`src/design/pcg_map.svh`:
```
// Register offsets, field positions, reset values and timing counts of the PWM clock and channel block
`ifndef PCG_MAP_SVH
`define PCG_MAP_SVH
`define PCG_CLK_OFFS 12'h000
`define PCG_ENA_OFFS 12'h004
`define PCG_DIS_OFFS 12'h008
`define PCG_SR_OFFS 12'h00C
`define PCG_SCM_OFFS 12'h010
`define PCG_ISR_OFFS 12'h014
`define PCG_FIV_OFFS 12'h018
`define PCG_CH_BASE 12'h200
`define PCG_CH_STRIDE 12'h020
`define PCG_CMR_OFFS 12'h000
`define PCG_DUTY_VALUE_OFFS 12'h004
`define PCG_PERIOD_VALUE_OFFS 12'h00C
`define PCG_CCNT_OFFS 12'h014
`define PCG_DIVIDER_A_FACTOR_LSB 0
`define PCG_DIVIDER_A_SOURCE_SELECT_LSB 8
`define PCG_DIVIDER_B_FACTOR_LSB 16
`define PCG_DIVIDER_B_SOURCE_SELECT_LSB 24
`define PCG_CHANNEL_CLOCK_SELECT_LSB 0
`define PCG_ALIGNMENT_BIT_LSB 8
`define PCG_POLARITY_BIT_LSB 9
`define PCG_CES_LSB 10
`define PCG_CLK_RST 32'h0000_0000
`define PCG_CMR_RST 32'h0000_0000
`define PCG_CLKSEL_A 4'hB
`define PCG_CLKSEL_B 4'hC
`define PCG_PRE_TAPS 11
`endif

```
`src/design/pcg_pkg.sv`:
```
// Types shared by the PWM clock and channel block
package pcg_pkg;
	typedef struct packed {
		logic counter_event_select;
		logic polarity_bit;
		logic alignment_bit;
		logic [3:0] clkSel;
	} pcg_mode_type;
	typedef struct packed {
		logic psel;
		logic penable;
		logic pwrite;
		logic [11:0] paddr;
		logic [31:0] pwdata;
	} pcg_apb_req_type;
endpackage

```
`src/design/pcg_pwm_core.sv`:
```
// PWM clock generator with four channel counters and comparators behind an APB slave
//************************************************************
// Overview of operation
// Prescaler gives master clock divided by 1, 2, 4 ... 1024: eleven clocks.
// Two linear dividers, factor 1 to 255, give divided clocks A and B.
// Each divider counts the prescaler tap named by its source select.
// Reset clears factors and selects; a zero factor stops that divided clock.
// At reset or with clock gated, only the undivided tap is active.
// Clock stop and restart keeps all state; operation resumes where it left.
// Each channel picks one of thirteen clocks for its counter.
// Channel clock select resets to zero.
// Channel counter is 16 bits, counting up or down per mode and matches.
// Comparator uses own counter or channel 0 counter per sync member bit.
// Left aligned: count up to period value then wrap, ending the period.
// Center aligned: count up to period then down to zero, double period.
// Output is active while counter is at or beyond duty value.
// Polarity bit gives level at period start; default starts low.
// Alignment bit picks left or center; left is default.
// Output fixed 0 for duty=period, pol 0, or duty=0, pol 1.
// Output fixed 1 once enabled for duty=0, pol 0, or duty=period, pol 1.
// Polarity is taken only while the channel is disabled and acts at once.
// Left aligned channels flag an event at each period end.
// Center aligned: event at period end, also mid-period when event select is 1.
// Software enables the block clock at the power manager before use.
// Six fault inputs, 0 to 5, are accepted and readable.
// Sync members use channel 0 clock select, period and alignment.
// Clock select 0..10 are prescaler taps, 11 divided A, 12 divided B.
//************************************************************
`timescale 1ns/100ps
`default_nettype none
`include "pcg_map.svh"
module pcg_pwm_core import pcg_pkg::*; #(
	parameter int NCH = 4,
	parameter int CW = 16
) (
	// Clock and reset
	input wire logic sys_clk,
	input wire logic rstn,
	// APB slave
	input wire logic psel,
	input wire logic penable,
	input wire logic pwrite,
	input wire logic [11:0] paddr,
	input wire logic [31:0] pwdata,
	output logic [31:0] prdata,
	output logic pready,
	output logic pslverr,
	// Fault inputs, external pin is bit 0
	input wire logic [5:0] faultIn,
	// Waveforms and period events
	output logic [NCH-1:0] comparatorWaveform,
	output logic [NCH-1:0] periodEvent
);
	//************************************************************
	// Register state
	//************************************************************
	logic [7:0] dividerAFactor_r, dividerBFactor_r;
	logic [3:0] dividerASourceSelect_r, dividerBSourceSelect_r;
	logic [NCH-1:0] chanEnable_r, syncMember_r, evtSticky_r;
	pcg_mode_type mode_r [NCH];
	logic [CW-1:0] dutyValue_r [NCH];
	logic [CW-1:0] periodValue_r [NCH];
	logic [CW-1:0] count_r [NCH];
	logic [NCH-1:0] down_r, wave_r, evt_r;
	logic [5:0] faultLvl_r;
	logic [10:0] pre_r;
	logic [7:0] divACnt_r, divBCnt_r;
	logic divATick_r, divBTick_r;
	logic [15:0] tick;
	logic wrEn, rdEn;
	pcg_apb_req_type req;

	assign req = '{psel: psel, penable: penable, pwrite: pwrite, paddr: paddr, pwdata: pwdata};
	assign wrEn = req.psel && req.penable && req.pwrite && pready;
	assign rdEn = req.psel && req.penable && !req.pwrite && pready;

	// Channel index of an address in the channel window, NCH when none
	function automatic int chIdx(input logic [11:0] a, input logic [11:0] off);
		int r;
		r = NCH;
		for (int i = 0; i < NCH; i++) begin
			if (a == 12'(`PCG_CH_BASE + i * `PCG_CH_STRIDE) + off) begin
				r = i;
			end
		end
		return r;
	endfunction

	// Prescaler tap tick: undivided is every cycle, tap k when low k bits are all ones
	function automatic logic tapTick(input logic [10:0] p, input logic [3:0] k);
		logic r;
		r = 1'b1;
		for (int i = 0; i < 10; i++) begin
			if (i < int'(k) && !p[i]) begin
				r = 1'b0;
			end
		end
		if (k > 4'hA) begin
			r = 1'b0;
		end
		return r;
	endfunction

	//************************************************************
	// Clock generator
	//************************************************************
	// Free counter; only bit patterns act as enables so no derived clocks, and a gated
	// sys_clk simply freezes everything; all taps but undivided are idle in reset
	always_ff @(posedge sys_clk) begin
		if (!rstn) begin
			pre_r <= 11'h000;
		end else begin
			pre_r <= pre_r + 11'h001;
		end
	end

	// Divider A: counts ticks of its chosen tap; factor zero keeps it off
	always_ff @(posedge sys_clk) begin
		if (!rstn) begin
			divACnt_r <= 8'h00;
			divATick_r <= 1'b0;
		end else if (dividerAFactor_r == 8'h00) begin
			divACnt_r <= 8'h00;
			divATick_r <= 1'b0;
		end else if (tapTick(pre_r, dividerASourceSelect_r)) begin
			divATick_r <= (divACnt_r + 8'h01 >= dividerAFactor_r);
			divACnt_r <= (divACnt_r + 8'h01 >= dividerAFactor_r) ? 8'h00 : divACnt_r + 8'h01;
		end else begin
			divATick_r <= 1'b0;
		end
	end

	// Divider B mirrors divider A
	always_ff @(posedge sys_clk) begin
		if (!rstn) begin
			divBCnt_r <= 8'h00;
			divBTick_r <= 1'b0;
		end else if (dividerBFactor_r == 8'h00) begin
			divBCnt_r <= 8'h00;
			divBTick_r <= 1'b0;
		end else if (tapTick(pre_r, dividerBSourceSelect_r)) begin
			divBTick_r <= (divBCnt_r + 8'h01 >= dividerBFactor_r);
			divBCnt_r <= (divBCnt_r + 8'h01 >= dividerBFactor_r) ? 8'h00 : divBCnt_r + 8'h01;
		end else begin
			divBTick_r <= 1'b0;
		end
	end

	// Thirteen channel clock enables
	always_comb begin
		for (int k = 0; k < `PCG_PRE_TAPS; k++) begin
			tick[k] = tapTick(pre_r, 4'(k));
		end
		tick[`PCG_CLKSEL_A] = divATick_r;
		tick[`PCG_CLKSEL_B] = divBTick_r;
		tick[15:13] = 3'b000; // Unused select codes never tick
	end

	//************************************************************
	// Register writes
	//************************************************************
	// Clock register, enable and sync set
	always_ff @(posedge sys_clk) begin
		if (!rstn) begin
			dividerAFactor_r <= 8'(`PCG_CLK_RST);
			dividerBFactor_r <= 8'h00;
			dividerASourceSelect_r <= 4'h0;
			dividerBSourceSelect_r <= 4'h0;
			chanEnable_r <= '0;
			syncMember_r <= '0;
		end else if (wrEn) begin
			if (req.paddr == `PCG_CLK_OFFS) begin
				dividerAFactor_r <= req.pwdata[`PCG_DIVIDER_A_FACTOR_LSB +: 8];
				dividerASourceSelect_r <= req.pwdata[`PCG_DIVIDER_A_SOURCE_SELECT_LSB +: 4];
				dividerBFactor_r <= req.pwdata[`PCG_DIVIDER_B_FACTOR_LSB +: 8];
				dividerBSourceSelect_r <= req.pwdata[`PCG_DIVIDER_B_SOURCE_SELECT_LSB +: 4];
			end
			if (req.paddr == `PCG_ENA_OFFS) begin
				chanEnable_r <= chanEnable_r | req.pwdata[NCH-1:0];
			end
			if (req.paddr == `PCG_DIS_OFFS) begin
				chanEnable_r <= chanEnable_r & ~req.pwdata[NCH-1:0];
			end
			if (req.paddr == `PCG_SCM_OFFS) begin
				// Channel 0 joins whenever any other member does
				syncMember_r <= req.pwdata[NCH-1:0] | {{(NCH-1){1'b0}}, |req.pwdata[NCH-1:0]};
			end
		end
	end

	// Per-channel mode, duty and period; polarity is frozen while enabled
	always_ff @(posedge sys_clk) begin
		if (!rstn) begin
			for (int i = 0; i < NCH; i++) begin
				mode_r[i] <= pcg_mode_type'(`PCG_CMR_RST);
				dutyValue_r[i] <= '0;
				periodValue_r[i] <= '0;
			end
		end else if (wrEn) begin
			for (int i = 0; i < NCH; i++) begin
				if (chIdx(req.paddr, `PCG_CMR_OFFS) == i) begin
					mode_r[i].clkSel <= req.pwdata[`PCG_CHANNEL_CLOCK_SELECT_LSB +: 4];
					mode_r[i].alignment_bit <= req.pwdata[`PCG_ALIGNMENT_BIT_LSB];
					mode_r[i].counter_event_select <= req.pwdata[`PCG_CES_LSB];
					if (!chanEnable_r[i]) begin
						mode_r[i].polarity_bit <= req.pwdata[`PCG_POLARITY_BIT_LSB];
					end
				end
				if (chIdx(req.paddr, `PCG_DUTY_VALUE_OFFS) == i) begin
					dutyValue_r[i] <= req.pwdata[CW-1:0];
				end
				if (chIdx(req.paddr, `PCG_PERIOD_VALUE_OFFS) == i) begin
					periodValue_r[i] <= req.pwdata[CW-1:0];
				end
			end
		end
	end

	//************************************************************
	// Channel counters and comparators
	//************************************************************
	// Counters run only when the channel, or channel 0 for a sync member, is enabled; otherwise they hold zero
	always_ff @(posedge sys_clk) begin
		if (!rstn) begin
			for (int i = 0; i < NCH; i++) begin
				count_r[i] <= '0;
			end
			down_r <= '0;
			evt_r <= '0;
		end else begin
			for (int i = 0; i < NCH; i++) begin
				automatic int s = syncMember_r[i] ? 0 : i;
				automatic logic [CW-1:0] per = periodValue_r[s];
				automatic logic ctr = mode_r[s].alignment_bit;
				evt_r[i] <= 1'b0;
				if (!chanEnable_r[s]) begin
					count_r[i] <= '0;
					down_r[i] <= 1'b0;
				end else if (tick[mode_r[s].clkSel]) begin
					if (!ctr) begin
						down_r[i] <= 1'b0;
						if (count_r[i] + 1'b1 >= per) begin
							count_r[i] <= '0;
							evt_r[i] <= 1'b1;
						end else begin
							count_r[i] <= count_r[i] + 1'b1;
						end
					end else if (!down_r[i]) begin
						if (count_r[i] + 1'b1 >= per) begin
							down_r[i] <= 1'b1;
							evt_r[i] <= mode_r[i].counter_event_select;
						end
						count_r[i] <= count_r[i] + 1'b1;
					end else if (count_r[i] <= 1) begin
						count_r[i] <= '0;
						down_r[i] <= 1'b0;
						evt_r[i] <= 1'b1;
					end else begin
						count_r[i] <= count_r[i] - 1'b1;
					end
				end
			end
		end
	end

	// Waveform: start level is polarity, the other level from duty onward
	always_ff @(posedge sys_clk) begin
		if (!rstn) begin
			wave_r <= '0;
		end else begin
			for (int i = 0; i < NCH; i++) begin
				automatic int c = syncMember_r[i] ? 0 : i;
				automatic logic [CW-1:0] per = periodValue_r[c];
				automatic logic act = count_r[c] >= dutyValue_r[i];
				if (!chanEnable_r[i]) begin
					wave_r[i] <= mode_r[i].polarity_bit;
				end else if (dutyValue_r[i] >= per) begin
					wave_r[i] <= mode_r[i].polarity_bit;
				end else if (dutyValue_r[i] == 0) begin
					wave_r[i] <= ~mode_r[i].polarity_bit;
				end else begin
					wave_r[i] <= act ? ~mode_r[i].polarity_bit : mode_r[i].polarity_bit;
				end
			end
		end
	end

	//************************************************************
	// Status, faults and read back
	//************************************************************
	// Sticky events; read of the status clears, a new event in the same cycle wins
	always_ff @(posedge sys_clk) begin
		if (!rstn) begin
			evtSticky_r <= '0;
			faultLvl_r <= 6'h00;
			periodEvent <= '0;
			comparatorWaveform <= '0;
		end else begin
			faultLvl_r <= faultIn;
			periodEvent <= evt_r;
			comparatorWaveform <= wave_r;
			if (rdEn && req.paddr == `PCG_ISR_OFFS) begin
				evtSticky_r <= evt_r;
			end else begin
				evtSticky_r <= evtSticky_r | evt_r;
			end
		end
	end

	// Single wait-free APB: ready low in reset and high from then on, unmapped reads zero with error
	always_ff @(posedge sys_clk) begin
		if (!rstn) begin
			prdata <= 32'h0000_0000;
			pready <= 1'b0;
			pslverr <= 1'b0;
		end else begin
			pready <= 1'b1;
			pslverr <= 1'b0;
			prdata <= 32'h0000_0000;
			if (req.psel && !req.penable) begin
				unique case (req.paddr)
					`PCG_CLK_OFFS: prdata <= {4'h0, dividerBSourceSelect_r, dividerBFactor_r,
						4'h0, dividerASourceSelect_r, dividerAFactor_r};
					`PCG_SR_OFFS: prdata <= 32'(chanEnable_r);
					`PCG_SCM_OFFS: prdata <= 32'(syncMember_r);
					`PCG_ISR_OFFS: prdata <= 32'(evtSticky_r | evt_r);
					`PCG_FIV_OFFS: prdata <= 32'(faultLvl_r);
					`PCG_ENA_OFFS, `PCG_DIS_OFFS: prdata <= 32'h0000_0000;
					default: begin
						if (chIdx(req.paddr, `PCG_CMR_OFFS) < NCH) begin
							prdata <= 32'(mode_r[chIdx(req.paddr, `PCG_CMR_OFFS)].clkSel)
								| {21'h0, mode_r[chIdx(req.paddr, `PCG_CMR_OFFS)].counter_event_select,
								mode_r[chIdx(req.paddr, `PCG_CMR_OFFS)].polarity_bit,
								mode_r[chIdx(req.paddr, `PCG_CMR_OFFS)].alignment_bit, 8'h00};
						end else if (chIdx(req.paddr, `PCG_DUTY_VALUE_OFFS) < NCH) begin
							prdata <= 32'(dutyValue_r[chIdx(req.paddr, `PCG_DUTY_VALUE_OFFS)]);
						end else if (chIdx(req.paddr, `PCG_PERIOD_VALUE_OFFS) < NCH) begin
							prdata <= 32'(periodValue_r[chIdx(req.paddr, `PCG_PERIOD_VALUE_OFFS)]);
						end else if (chIdx(req.paddr, `PCG_CCNT_OFFS) < NCH) begin
							prdata <= 32'(count_r[chIdx(req.paddr, `PCG_CCNT_OFFS)]);
						end else begin
							pslverr <= !req.pwrite; // Unmapped writes stay silent
						end
					end
				endcase
			end
		end
	end

	//************************************************************
	// Assertions
	//************************************************************
	a_divider_off: assert property (@(posedge sys_clk) disable iff (!rstn)
		dividerAFactor_r == 8'h00 |=> !divATick_r)
		else $error("divided clock A ticks with zero factor");
	a_left_wrap: assert property (@(posedge sys_clk) disable iff (!rstn)
		chanEnable_r[0] && !syncMember_r[0] && !mode_r[0].alignment_bit && tick[mode_r[0].clkSel]
		&& count_r[0] + 1'b1 >= periodValue_r[0] |=> count_r[0] == 0 && evt_r[0])
		else $error("left aligned counter did not wrap with event");
	a_pol_frozen: assert property (@(posedge sys_clk) disable iff (!rstn)
		chanEnable_r[2] && $past(chanEnable_r[2]) |-> $stable(mode_r[2].polarity_bit))
		else $error("polarity changed while enabled");
	a_fixed_low: assert property (@(posedge sys_clk) disable iff (!rstn)
		chanEnable_r[2] && dutyValue_r[2] >= periodValue_r[syncMember_r[2] ? 0 : 2]
		&& !mode_r[2].polarity_bit |=> !wave_r[2])
		else $error("waveform not fixed low");
	a_fixed_high: assert property (@(posedge sys_clk) disable iff (!rstn)
		chanEnable_r[2] && dutyValue_r[2] == 0 && !mode_r[2].polarity_bit |=> wave_r[2])
		else $error("waveform not fixed high");
	a_count_bound: assert property (@(posedge sys_clk) disable iff (!rstn)
		!chanEnable_r[3] |=> count_r[3] == 0)
		else $error("disabled counter not held at zero");
	a_reset_clean: assert property (@(posedge sys_clk)
		!rstn |=> pre_r == 0 && !divATick_r && !divBTick_r)
		else $error("prescaler taps active after reset");
	a_event_out: assert property (@(posedge sys_clk) disable iff (!rstn)
		evt_r[0] |=> periodEvent[0] && evtSticky_r[0])
		else $error("period event not reported");
endmodule // pcg_pwm_core
`default_nettype wire

```
`config.mk`:
```
export PLATFORM = sky130hd
export DESIGN_NAME = pcg_pwm_core
export DESIGN_NICKNAME = d
export VERILOG_FILES = /design/src/design/pcg_pkg.sv /design/src/design/pcg_pwm_core.sv
export VERILOG_INCLUDE_DIRS = /design/src /design/src/design
export SDC_FILE = /design/constraint.sdc
export NUM_CORES = 1
export LEC_CHECK = 0
export BUFFER_PORTS_ARGS = -buffer_cell sky130_fd_sc_hd__buf_2
export CAP_MARGIN = 10
export CORE_UTILIZATION = 63
export DETAILED_ROUTE_END_ITERATION = 10
export PLACE_DENSITY_LB_ADDON = 0.25
export SYNTH_ARGS = -nofsm -noshare
export SYNTH_HDL_FRONTEND = slang
export SYNTH_SLANG_ARGS = --single-unit
```
`constraint.sdc`:
```
create_clock -name sys_clk -period 5.4 [get_ports sys_clk]
set_clock_uncertainty 0.1 [all_clocks]
set_input_delay 0.81 -clock sys_clk [delete_from_list [all_inputs] [get_ports sys_clk]]
set_output_delay 0.81 -clock sys_clk [all_outputs]
set_load 0.05 [all_outputs]
```
Word level (Yosys, flattened, before mapping)
Memories as Yosys holds them, arrays and structs flattened.
Index checks and enable logic that the tools add are counted.
{"block": "word_totals", "elab_cells": 678, "mem_bits_rw": 220, "inputBits": 55, "out_inout_bits": 42, "reg_bits": 125, "n_memories": 4}
{"memory": "count_r", "words": 4, "word_bits": 16, "read_ports": 8, "rd_ports_with_merged_regs": 0, "write_ports": 4, "line_no": "pcg_pwm_core.sv:63", "source": "logic [CW-1:0] count_r [NCH];"}
{"memory": "dutyValue_r", "words": 4, "word_bits": 16, "read_ports": 5, "rd_ports_with_merged_regs": 0, "write_ports": 4, "line_no": "pcg_pwm_core.sv:61", "source": "logic [CW-1:0] dutyValue_r [NCH];"}
{"memory": "periodValue_r", "words": 4, "word_bits": 16, "read_ports": 5, "rd_ports_with_merged_regs": 0, "write_ports": 4, "line_no": "pcg_pwm_core.sv:62", "source": "logic [CW-1:0] periodValue_r [NCH];"}
{"memory": "mode_r", "words": 4, "word_bits": 7, "read_ports": 8, "rd_ports_with_merged_regs": 0, "write_ports": 4, "line_no": "pcg_pwm_core.sv:60", "source": "pcg_mode_type mode_r [NCH];"}
{"block": "op_classes", "bitwise": 63, "order_cmp": 51, "n_eq_ne": 31, "mux": 421, "n_reduce_logical": 70, "addsub": 11}
{"operator": "$mux W32", "count": 35}
{"operator": "$mux W16", "count": 36}
{"operator": "$mux W1", "count": 304}
{"operator": "$lt A32 B4 Y1 const B", "count": 7}
{"operator": "$eq A12 B10 Y1 const B", "count": 16}
{"operator": "$eq A32 B3 Y1 const B", "count": 6}
{"operator": "$ge A16 B16 Y1", "count": 12}
{"operator": "$pmux W28 S6", "count": 1}
{"operator": "$eq A32 B2 Y1 const B", "count": 3}
{"operator": "$logic_not A32 Y1", "count": 3}
{"operator": "$add A16 B1 Y16 const B", "count": 4}
{"operator": "$le A16 B1 Y1 const B", "count": 4}
{"operator": "$logic_not A16 Y1", "count": 4}
{"operator": "$sub A16 B1 Y16 const B", "count": 4}
{"operator": "$mux W2", "count": 24}
{"operator": "$or A1 B1 Y1", "count": 48}
{"operator": "$eq A12 B5 Y1 const B", "count": 3}
{"operator": "$lt A3 B4 Y1 const A", "count": 8}
{"operator": "$mux W4", "count": 7}
{"operator": "$logic_and A1 B1 Y1", "count": 27}
{"operator": "$eq A12 B4 Y1 const B", "count": 2}
{"operator": "$lt A4 B5 Y1 const B", "count": 4}
{"operator": "$add A8 B1 Y8 const B", "count": 2}
{"operator": "$bmux W1 S4", "count": 4}
{"operator": "27 further kinds", "count": 79}

Longest topological paths before layout
An unclocked memory read counts as a cell.
{"block": "logic_depth", "word_depth": 40, "mapped_depth": 18, "ltp_nobuf": 17}

Worst setup path after synthesis
Ideal clock, no wire load.
{"block": "synth_path", "kind": "reg-to-reg", "start": "register syncMember_r[3]", "end": "memory count_r[3][13], data pin", "period_less_slack_ns": 3.942, "path_buffers": 4, "arrival_time_ns": 3.712, "setup_time_ns": 0.130, "path_stages_with_launch": 15, "required_ns": 5.170, "setup_slack_ns": 1.458, "path_cell_list": "dfxtp_1 buf_2 buf_1 clkbuf_1 mux2i_1 ha_1 a21oi_1 o21ai_0 a2111o_1 a31oi_1 o31ai_1 a2111o_1 buf_2 o221ai_1 o21a_1"}
{"element": "from (decl)", "line_no": "pcg_pwm_core.sv:59", "source": "logic [NCH-1:0] chanEnable_r, syncMember_r, evtSticky_r;"}
{"element": "from (signal assigned)", "line_no": "pcg_pwm_core.sv:186", "source": "syncMember_r <= req.pwdata[NCH-1:0] | {{(NCH-1){1'b0}}, |req.pwdata[NCH-1:0]};"}
{"element": "to (decl)", "line_no": "pcg_pwm_core.sv:63"}

==> reports/qor.yml <==
clk_latency_ns: 0.60
ctsHoldBuffers: 0
slew_viol_final: 0
postSynthAreaPerCell_um2: 9.208
async_flop_share: 0
critPathTopFamily: "simple AND/OR/NAND/NOR gates"
finalHoldViolations: 0
grt_overflow_total: 0
arrival_ns: 5.26
ys_types: 90
cts-root-buf: "clkbuf_16"
cap_viol_max_count: 0
cts_sinks: 340
synth_edf_count: 220
cts_buffers: 40
drcViolationCount: 0
grt_max_degree: 58
min_period_ns: 4.921
status: "finished clean"
crit_chain: "nand3_1, nor3_1, and3_1, and3_1, and3_1, and3_1, xor2_1, ha_1, a21oi_1, o21ai_0, a21oi_1, o21ai_0, mux2_2, nor3_4, buf_4, or2b_1, a31oi_1"
grt_first_pass_wirelength_um: 133700
end_kind: "register"
p_clk_frac: 0.470
place_inst: 3170
drt_iter0_drc: 3024
switchingPower_mw: 1.490
synth_seq_cells: 340
intPower_mw: 4.531
instances_no_fill: 3246
p_sw_frac: 0.2475
worst_pin_slew_ns: 1.234
yosysWarnings: 0
cpPeakStageDelay_ns: 0.63
finalWirelength_um: 92410
rows: 72
dp.final_hpwl_um: 69440
cpMostUsedCell: "and3_1"
io_pins: 97
final_common_cell: "nand2_1"
cts_tree: "done"
gp_congestion: 1.122
worst-setup-path-type: "reg2reg"
rsz0062_at_grt: "no"
core_area_um2: 38650
power_density_nw_per_um2: 224.5
num_vias: 22580
firstDrtPassIters: 6
layout-drive-gt1-share: 0.1111
ant_nets: 0
cp-start-kind: "register"
dieHeight_um: 200.2
area_growth_pct: 8.405
clk_path_buf_depth: 3
ir_drop_uv: 278.0
final_cell_mix: "nand2_1 (241), ha_1 (224), edfxtp_1 (220)"
yosysSeqAreaShare: 0.3641
leakagePower_nw: 11.26
synthCells: 2687
fillCellCount: 3007
critical_path_buf_inv_count: 1
htreeDepth: 2
io_buffers: 88
critPathSlowestCell: "edfxtp_1"
clkTransAtPathRegs_ns: 0.06
synth_flop_cell: "edfxtp_1"
path_max_fanout: 28
cts_setup_buffers: 0
synth_area_um2: 24740
timing.fmax_ghz: 0.2032
wl_per_cell_um: 28.47
finalSetupViolCount: 0
ctsResizeCount: 0
fin_setup_tns_ns: 0
track_usage: 0.4512
vias_per_cell: 6.957
grt_antenna_before_repair: 7
fin_nets: 2974
start_util: 0.6402
hold_path.class: "in2reg"
seqPwrFrac: 0.474
combPwrFrac: 0.055
cp.required_ns: 5.74
grt_pass1_vias: 21140
slew-limit-headroom: 0.1672
fp.dieW_um: 200.2
die-area_um2: 40070
period_share: 0.9112
## final cells by class
type                       instances  area [µm²]  share of cell area
clock inverter                    14       136.4            0.005085
timing repair buffer             133       778.2             0.02902
clock buffer                      60        1224             0.04562
sequential                       340        9012              0.3360
multi-input combinational       2038       14490              0.5401
antenna                            1       2.502          0.00009330
tap                              518       648.1             0.02416
inverter                         142       533.0             0.01987
## kinds of logic (layout without fill, tap and decap cells)
kind of cell             count (synthesis)  after routing  synth area share
AO/OA/AOI/OAI                          610            610            0.1616
XOR/XNOR                                88             88           0.03115
adder cells (fa/ha/maj)                224            224            0.1133
buffers and inverters                  312            349           0.05178
flip-flops                             340            340            0.3641
multiplexers                           156            156           0.07429
other                                    1              5         0.0001516
AND/OR/NAND/NOR                        956            956            0.2036
## power by group through the flow
stage	logic, mW	registers (mW)	clock network [mW]
2_1_floorplan	0.188	2.87	0
3_3_place_gp	0.305	2.90	0
3_5_place_dp	0.316	2.90	0
4_1_cts	0.318	2.85	2.83
5_1_grt	0.348	2.85	2.93
6_report	0.333	2.86	2.83
## final timing paths
path | from | end | slack [ns] | depth (start not counted)
worst max-delay path | count_r[2][1] | count_r[2][10] | 0.48 | 17
worst min-delay path | faultIn[1] | faultLvl_r[1] | 0.33 | 2
worst max register to register | count_r[2][1] | count_r[2][10] | 0.48 | 17
worst min register to register | wave_r[0] | comparatorWaveform[0] | 0.33 | 1
## routing by layer
layer	GRT usage	share of wire	vias up	wire, µm
met1	0.5818	0.37	10730	34010
met5	0	0.00064	-	59
li1	-	-	9836	-
met4	0.2585	0.064	10	5922
met2	0.6832	0.43	1636	39940
met3	0.1215	0.14	367	12480
## synthesized netlist by cell type (12+ instances only)
library cell	count	area, µm²
a22oi_1	16	120.1
nand2b_1	43	269.0
nor2b_1	33	206.5
buf_1	12	45.04
o221ai_1	15	131.4
nor3b_1	12	90.09
a211oi_1	23	172.7
mux4_2	16	360.4
nor2_1	131	491.7
mux2_2	51	574.3
o22ai_1	12	75.07
or2_2	12	75.07
buf_2	31	155.2
ha_1	224	2803
or3_1	17	106.4
dfxtp_1	120	2402
nand4_1	25	156.4
nand3_1	84	420.4
xnor2_1	47	411.6
a31oi_1	24	150.1
xor2_1	41	359.1
mux2i_1	88	880.8
and3_1	35	219.0
a221oi_1	23	201.4
edfxtp_1	220	6606
nor3_1	50	250.2
clkbuf_1	114	427.9
a21o_1	52	390.4
o31ai_1	12	90.09
o2111ai_1	17	148.9
o21ai_0	134	670.6
nand2_1	241	904.6
and2_1	192	1201
a21oi_1	161	805.8
inv_1	142	533.0
nor4_1	39	244.0
o211ai_1	19	142.6
## per-stage QoR
step                total power, mW  hold slack [ns]  area (µm²)  setup WS (ns)    util
floorplan                     3.060           0.3119       24750          1.458       -
global placement              3.208           0.3166       25450         0.7809  0.6585
detailed placement            3.220           0.3227       25450         0.6466  0.6585
CTS                           5.993           0.3183       26810         0.6181  0.6937
global route                  6.133           0.3281       26820         0.1070  0.6939
finish                        6.020           0.3292       26820         0.4793  0.6940
## sequential cells by signal, summed over array words and instances (netlist names), 6 cells and up, named ones only
name	cells
periodValue_r	64
dividerBFactor_r	8
dividerAFactor_r	8
dutyValue_r	64
count_r	64
pre_r	10
faultLvl_r	6
divACnt_r	8
mode_r	28
divBCnt_r	8
prdata	28
Note: power is estimated with default switching activity, not from simulation.
